--- src/rtl/spsd_map.svh ---
// Constant map for the serially programmed synthesiser dividers
`ifndef SPSD_MAP_SVH
`define SPSD_MAP_SVH
`define SPSD_FRAME_BITS    28
`define SPSD_SHORT_BITS    17
`define SPSD_SW_LSB        21
`define SPSD_MAIN_LSB      11
`define SPSD_REF_LSB       0
`define SPSD_SW_RST        7'h00
`define SPSD_MAIN_RST      10'h003
`define SPSD_REF_RST       11'h003
`define SPSD_MIN_DIV_INIT  11'h003
`define SPSD_MAIN_MIN      10'h003
`endif

--- src/rtl/spsd_pkg.sv ---
// Types for the serially programmed synthesiser dividers
package spsd_pkg;
  typedef struct packed {
    logic [6:0]  swallow;
    logic [9:0]  main;
    logic [10:0] reference;
  } spsd_word_s;
  typedef enum logic [1:0] {
    SPSD_PD_IDLE,
    SPSD_PD_UP,
    SPSD_PD_DOWN
  } spsd_pd_e;
endpackage

--- src/rtl/spsd_core.sv ---
// Serial programming port, dividers and phase/frequency detector
// Behaviour
// - Frame is swallow7, main10, reference11, MSB first
// - Sample data on serial clock fall, enable high
// - Data high is one, low is zero
// - Under 28 edges: load swallow, main only
// - 28 edges: reference latch loads too
// - Enable low ignores data and clock
// - Enable fall latches words, resyncs detector
// - Reference divides oscillator by twice value
// - Modulus low until swallow done, then high
// - Swallow 0-127, main 3-1023, main>=swallow
// - Division equals main times modulus plus swallow
// - Coarse output up, down, or released locked
// - Lock output driven low only when locked
// - Counter outputs change on counting clock rise
// - Swallow, main clocked from prescaled input
// - Reprogram zeroes counters then reloads
`timescale 1ns/1ps
`include "spsd_map.svh"
module spsd_core
  import spsd_pkg::*;
#(
  parameter int LOCK_WIN = 2
) (
  input  wire logic clk,
  input  wire logic reset_n,
  input  wire logic serial_data,
  input  wire logic serial_clock,
  input  wire logic serial_enable,
  input  wire logic osc_input_clock,
  input  wire logic prescaled_input_clock,
  output logic      modulus_select_output,
  output logic      coarse_phase_output,
  output logic      coarse_phase_oe,
  output logic      lock_indicator,
  output logic      lock_indicator_oe,
  output logic      divided_vco_pulse,
  output logic      divided_reference_pulse
);
  // ----------------------------------------------------------------
  // Input synchronisers
  // ----------------------------------------------------------------
  // Every input but clk and reset_n is asynchronous; two flops before any logic reads it
  logic [4:0] sync1_q;
  logic [4:0] sync2_q;
  logic [4:0] prev_q;
  always_ff @(posedge clk) begin
    sync1_q <= {serial_data, serial_clock, serial_enable, osc_input_clock, prescaled_input_clock};
    sync2_q <= sync1_q;
    prev_q  <= sync2_q;
  end
  wire logic dat_s   = sync2_q[4];
  wire logic sck_s   = sync2_q[3];
  wire logic en_s    = sync2_q[2];
  wire logic sck_fall = prev_q[3] & ~sck_s & en_s;
  wire logic en_rise  = ~prev_q[2] & en_s;
  wire logic en_fall  = prev_q[2] & ~en_s;
  wire logic osc_rise = ~prev_q[1] & sync2_q[1];
  wire logic fin_rise = ~prev_q[0] & sync2_q[0];

  // ----------------------------------------------------------------
  // Serial shift register and edge counter
  // ----------------------------------------------------------------
  logic [`SPSD_FRAME_BITS-1:0] shift_q;
  logic [4:0]                  edges_q;
  wire logic edges_full = (edges_q == 5'(`SPSD_FRAME_BITS));
  // Single register: after 17 bits, swallow sits at the top of the low 17 bits, main below it
  always_ff @(posedge clk) begin
    if (!reset_n) begin
      shift_q <= '0;
      edges_q <= '0;
    end else begin
      if (sck_fall) begin
        shift_q <= {shift_q[`SPSD_FRAME_BITS-2:0], dat_s};
      end
      if (en_rise) begin
        edges_q <= '0;
      end else if (sck_fall && !edges_full) begin
        edges_q <= edges_q + 5'h01;
      end
    end
  end
  // Full frame: bits at fixed positions; short frame: swallow/main in low 17 bits
  wire logic [6:0]  sh_sw_full   = shift_q[`SPSD_SW_LSB +: 7];
  wire logic [9:0]  sh_main_full = shift_q[`SPSD_MAIN_LSB +: 10];
  wire logic [6:0]  sh_sw_short  = shift_q[`SPSD_SHORT_BITS-1 -: 7];
  wire logic [9:0]  sh_main_short = shift_q[9:0];
  wire logic [10:0] sh_ref       = shift_q[`SPSD_REF_LSB +: 11];

  // ----------------------------------------------------------------
  // Counter latches
  // ----------------------------------------------------------------
  spsd_word_s latch_q;
  logic       reload_q;
  always_ff @(posedge clk) begin
    if (!reset_n) begin
      latch_q  <= '{swallow: `SPSD_SW_RST, main: `SPSD_MAIN_RST, reference: `SPSD_REF_RST};
      reload_q <= 1'b0;
    end else begin
      reload_q <= en_fall;
      if (en_fall) begin
        if (edges_full) begin
          latch_q.swallow   <= sh_sw_full;
          latch_q.main      <= sh_main_full;
          latch_q.reference <= sh_ref;
        end else begin
          latch_q.swallow <= sh_sw_short;
          latch_q.main    <= sh_main_short;
        end
      end
    end
  end
  // Values below the documented minimum are clamped; hardware cannot divide by less
  wire logic [10:0] ref_val = (latch_q.reference < `SPSD_MIN_DIV_INIT) ? `SPSD_MIN_DIV_INIT
                                                                       : latch_q.reference;
  wire logic [9:0]  main_val = (latch_q.main < `SPSD_MAIN_MIN) ? `SPSD_MAIN_MIN : latch_q.main;

  // ----------------------------------------------------------------
  // Reference divider: ref_val oscillator rises per half period
  // ----------------------------------------------------------------
  logic [10:0] ref_cnt_q;
  logic        ref_half_q;
  logic        fr_q;
  wire  logic  ref_tc = (ref_cnt_q >= ref_val - 11'h001);
  always_ff @(posedge clk) begin
    if (!reset_n || en_fall) begin
      ref_cnt_q  <= '0;
      ref_half_q <= 1'b0;
      fr_q       <= 1'b0;
    end else begin
      fr_q <= 1'b0;
      if (osc_rise) begin
        if (ref_tc) begin
          ref_cnt_q  <= '0;
          ref_half_q <= ~ref_half_q;
          fr_q       <= ref_half_q;
        end else begin
          ref_cnt_q <= ref_cnt_q + 11'h001;
        end
      end
    end
  end

  // ----------------------------------------------------------------
  // Swallow and main counters, modulus select
  // ----------------------------------------------------------------
  logic [6:0] sw_cnt_q;
  logic [9:0] main_cnt_q;
  logic       mod_q;
  logic       fv_q;
  wire  logic main_tc = (main_cnt_q == main_val - 10'h001);
  wire  logic sw_tc   = (sw_cnt_q == latch_q.swallow);
  // Per cycle: swallow prescaler cycles at N+1 (low), rest at N: total M*N+A
  always_ff @(posedge clk) begin
    if (!reset_n || en_fall) begin
      sw_cnt_q   <= '0;
      main_cnt_q <= '0;
      mod_q      <= 1'b0;
      fv_q       <= 1'b0;
    end else begin
      fv_q <= 1'b0;
      if (fin_rise) begin
        if (main_tc) begin
          main_cnt_q <= '0;
          sw_cnt_q   <= '0;
          mod_q      <= (latch_q.swallow == 7'h00);
          fv_q       <= 1'b1;
        end else begin
          main_cnt_q <= main_cnt_q + 10'h001;
          if (!sw_tc) begin
            sw_cnt_q <= sw_cnt_q + 7'h01;
          end
          mod_q <= mod_q | (sw_cnt_q + 7'h01 == latch_q.swallow);
        end
      end
    end
  end
  // Low through the swallow phase, high until the main count wraps
  assign modulus_select_output   = mod_q;
  assign divided_vco_pulse       = fv_q;
  assign divided_reference_pulse = fr_q;

  // ----------------------------------------------------------------
  // Phase/frequency detector and lock window
  // ----------------------------------------------------------------
  logic        up_q;
  logic        dn_q;
  logic [7:0]  err_q;
  logic        lock_q;
  spsd_pd_e    pd_q;
  always_ff @(posedge clk) begin
    if (!reset_n || reload_q) begin
      up_q   <= 1'b0;
      dn_q   <= 1'b0;
      err_q  <= '0;
      lock_q <= 1'b0;
      pd_q   <= SPSD_PD_IDLE;
    end else begin
      if ((fv_q | up_q) & (fr_q | dn_q)) begin
        up_q  <= 1'b0;
        dn_q  <= 1'b0;
        lock_q <= (err_q + 8'h01 <= 8'(LOCK_WIN));
        err_q <= '0;
      end else begin
        up_q <= up_q | fv_q;
        dn_q <= dn_q | fr_q;
        if (up_q | dn_q | fv_q | fr_q) begin
          err_q <= (err_q == 8'hff) ? err_q : err_q + 8'h01;
        end
      end
      case ({up_q & ~lock_q, dn_q & ~lock_q})
        2'b10:   pd_q <= SPSD_PD_UP;
        2'b01:   pd_q <= SPSD_PD_DOWN;
        default: pd_q <= SPSD_PD_IDLE;
      endcase
    end
  end
  assign coarse_phase_output = (pd_q == SPSD_PD_UP);
  assign coarse_phase_oe     = (pd_q != SPSD_PD_IDLE);
  assign lock_indicator      = 1'b0;
  assign lock_indicator_oe   = lock_q;
endmodule

--- config.mk ---
export PLATFORM = sky130hd
export DESIGN_NAME = spsd_core
export DESIGN_NICKNAME = d
export VERILOG_FILES = /design/src/rtl/spsd_pkg.sv /design/src/rtl/spsd_core.sv
export VERILOG_INCLUDE_DIRS = /design/src /design/src/rtl
export SDC_FILE = /design/constraint.sdc
export NUM_CORES = 1
export LEC_CHECK = 0
export BUFFER_PORTS_ARGS = -buffer_cell sky130_fd_sc_hd__buf_2
export CAP_MARGIN = 10
export CORE_ASPECT_RATIO = 1.2
export CORE_MARGIN = 2
export CORE_UTILIZATION = 40
export CTS_CLUSTER_DIAMETER = 60
export DETAILED_ROUTE_END_ITERATION = 16
export HOLD_SLACK_MARGIN = 0.12
export PLACE_DENSITY = 0.61
export SYNTH_ARGS = -nofsm -noshare
export SYNTH_HDL_FRONTEND = slang
export SYNTH_SLANG_ARGS = --single-unit
--- constraint.sdc ---
create_clock -name clk -period 3.25 [get_ports clk]
set_input_delay 0.65 -clock clk [delete_from_list [all_inputs] [get_ports clk]]
set_output_delay 0.65 -clock clk [all_outputs]
set_load 0.005 [all_outputs]
==> summary.md <==
| Metric | Value |
|---|---|
| Routed wire length | `11500 um` |
| Rows | `47` |
| Yosys warnings | `0` |
| Hold Path Class | `register to register` |
| Htree depth | `4` |
| Layout cell share with drive strength beyond 1 | `a little over a tenth` |
| WP buf/inv | `2` |
| CP startpoint kind | `register` |
| Worst path max stage delay | `~560 ps` |
| Dpl ws | `35.2 ps` |
| Top cell by count, worst path | `nor2_1` |
| Library cells used by synthesis | `51` |
| P_int | `2810 uW` |
| FMAX | `0.327 GHz` |
| Syn_nets | `704` |
| Total gr overflow | `0` |
| Outcome | `complete, but fails checks` |
| GRT Total Usage | `about 16%` |
| Vias per inst | `5.17` |
| Sw Ratio | `20.6%` |
| Max-Cap Viols | `0` |
| I/O Buffers | `12` |
| Flops & latches, synth | `121` |
| Area of the core | `0.0139 sq mm` |
| Post-synth top area share | `between 40 and 50%` |
| Endpoints failing hold | `0` |
| Register area share after synthesis | `42.5%` |
| Pin count of the biggest net entering global routing | `30` |
| Highest net fanout along the worst path | `11` |
| Total number of vias | `4520` |
| Die W | `113 um` |
| Max clock buf depth | `2` |
| Slew margin rel. | `39.8%` |
| Top_reg_cell synth | `dfxtp_1` |
| Part of the cycle the worst path needs | `94.1%` |
| Share of total power in combinational logic | `2.3%` |
| Antenna cells | `0` |
| Top cells by count, synth | `nand2_1 (135), dfxtp_1 (121), nor2_1 (51)` |
| DIE AREA | `0.0152 sq mm` |
| DRC Markers | `2` |
| First-pass GRT wire length | `about 20000 um` |
| Die Y | `135 um` |
| Clk pwr share | `between 50% and 60%` |
| DR pass1 iterations | `11` |
| Postcts setup bufs | `0` |
| Skew final | `6.13 ps` |
| Leading area contributor after synthesis | `dfxtp_1` |
| Worst VDD drop | `around 0.34 mV` |
| Final Max Tran Viols | `0` |
| Most numerous cell in the Yosys netlist | `nand2_1` |
| DR WL/cell | `13.2 um` |
| Crit Path Category | `register to register` |
| Worst skew pair latency | `about 400 ps` |
| Placed inst area | `0.00596 sq mm` |
| Area growth from synthesis to layout | `15.9%` |
| Detailed placer's ending HPWL | `8120 um` |
| CTS sink count | `121` |
| Main area contributors after synthesis | `dfxtp_1 (42%), nand2_1 (8.9%), xnor2_1 (5.1%), a21boi_0 (4.9%), ha_1 (4.4%)` |
| Fin crit period | `between 3000 and 4000 ps` |
| # setup viols final | `0` |
| Post-synth EDFFs | `0` |
| Slew @ Worst Pin | `903 ps` |
| Clk slew on worst S/H paths | `~60 ps` |
| Post-route ant nets | `0` |
| Violated checks | `design-rule violations` |
| Iteration-0 DRC Markers | `180` |
| Vias in the first global route | `about 4300` |
| IO Count | `14` |
| Layout net count | `718` |
| Critical Path AT | `3400 ps` |
| Initial Utilization | `between 40% and 50%` |
| GP Congestion | `0.891` |
| Netlist Area Pre-Place | `0.00571 sq mm` |
| Final instance area | `around 0.0066 sq mm` |
| CTS root buf | `clkbuf_16` |
| Final worst slack | `193 ps` |
| Initial antenna violation count | `0` |
| Net Sw Power | `between 700 and 800 uW` |
| Crit-path leading delay family | `simple AND/OR/NAND/NOR gates` |
| Cells after synthesis | `677` |
| CP endpoint kind | `register` |
| Pwr dens | `approximately 540 mW/mm^2` |
| Critical path, cell by cell | `or4_4 -> nor4b_4 -> buf_4 -> nor2_1 -> ha_2 -> nand2_2 -> nor2_1 -> xnor2_1 -> ha_1 -> a21oi_1 -> nor2b_1 -> o21ai_1 -> nand2_1 -> a21oi_2 -> o21ai_0 -> buf_4 -> nor2_1` |
| CTS tree | `done` |
| Asr flop ratio synth | `0%` |
| Worst EP required | `3590 ps` |
| Syn Area/Cell | `roughly 8.4 sq um` |
| CTS Buf Count | `17` |
| Leak | `0.00250 uW` |
| Sequential share of power | `a little over two fifths` |
| Slowest CP cell | `or4_4` |
## per-layer routing
layer	part of all wire, %	track usage [%]	up-vias
li1	-	-	2347
met4	2.2	7.45	0
met2	46	25.8	51
met3	2.5	3.77	21
met1	49	20.5	2101
met5	0	0	-
## registers in the layout, indices dropped and copies added (netlist names), 2 cells and up
name	cells
latch_q	28
edges_q	5
sw_cnt_q	7
err_q	8
main_cnt_q	10
sync1_q	5
pd_q	2
sync2_q	5
shift_q	28
ref_cnt_q	11
prev_q	4
## final timing paths
path / from / end / slack (ps) / cells after the start
worst max-delay path: latch_q[5] / ref_cnt_q[8] / 190 / 17
worst min-delay path: sync1_q[2] / sync2_q[2] / 320 / 0
worst max register to register: latch_q[5] / ref_cnt_q[8] / 190 / 17
worst min register to register: sync1_q[2] / sync2_q[2] / 320 / 0
## final cells by class
type	instances	area, sq um
Tap cell	171	214
Fill cell	1339	7270
Clock buffer	22	484
Inverter	11	41.3
Multi-Input combinational cell	513	3140
Sequential cell	121	2420
Clock inverter	10	140
Timing Repair Buffer	27	173
## cell usage in the layout, fill, tap and decap left out, types with 3 or more instances in the layout
master,n
buf_2,12
inv_1,11
xor2_1,24
nor3_1,18
ha_1,19
a21oi_1,12
o21ai_0,28
and2_1,6
nor4_1,7
clkbuf_8,4
buf_4,15
o21a_1,4
nor4b_1,3
nor2b_1,7
and3_1,7
xnor2_1,33
a31oi_1,5
clkbuf_16,17
or2_2,4
bufinv_16,3
nand2b_1,8
nand3_1,33
nand2_1,134
or4_1,4
nor2_1,51
a21boi_0,37
mux2i_1,21
nand4_1,7
a21oi_2,3
clkinvlp_4,3
dfxtp_1,121
o21ai_1,5
## power by group through the flow
stage               combinational [uW]  clock [uW]  sequential [uW]
finish                            81.6        1950             1510
global route                      91.9        2060             1510
CTS                               82.1        1990             1510
detailed placement                81.8           0             1540
global placement                  80.1           0             1540
floorplan                         60.8           0             1540
## what timing repair did
action	in CTS	in global routing
setup endpoints to repair	0	20
endpoints found under the hold margin	0	0
resized for setup	0	8
hold buffers	0	0
## per-stage QoR
stage	TNS, ps	util, %	hold WS (ps)	total power (uW)	cells
3_3_place_gp	0	42.9	311	1620	843
3_5_place_dp	0	42.9	315	1620	843
5_1_grt	-10.5	47.6	318	3660	875
6_report	0	47.6	323	3540	875
4_1_cts	0	47.4	315	3580	875
2_1_floorplan	0	-	310	1600	677
## worst register-to-register path: stages, from the launching register on
cell	delay [ps]
dfxtp_1	310
or4_4	560
nor4b_4	270
buf_4	160
nor2_1	50
ha_2	210
nand2_2	80
nor2_1	50
xnor2_1	120
ha_1	290
a21oi_1	130
nor2b_1	60
o21ai_1	110
nand2_1	70
a21oi_2	130
o21ai_0	90
buf_4	190
nor2_1	120
## logic make-up after synthesis
group	count (synthesis)	share of synthesized area [%]
other cells	1	0.0657
simple gates	308	25.6
mux	21	3.68
flops	121	42.5
xor+xnor	57	8.75
compound gates	106	12.0
buf+inv	43	3.11
fa+ha+maj	20	4.39
(Power assumes the default switching activity.)
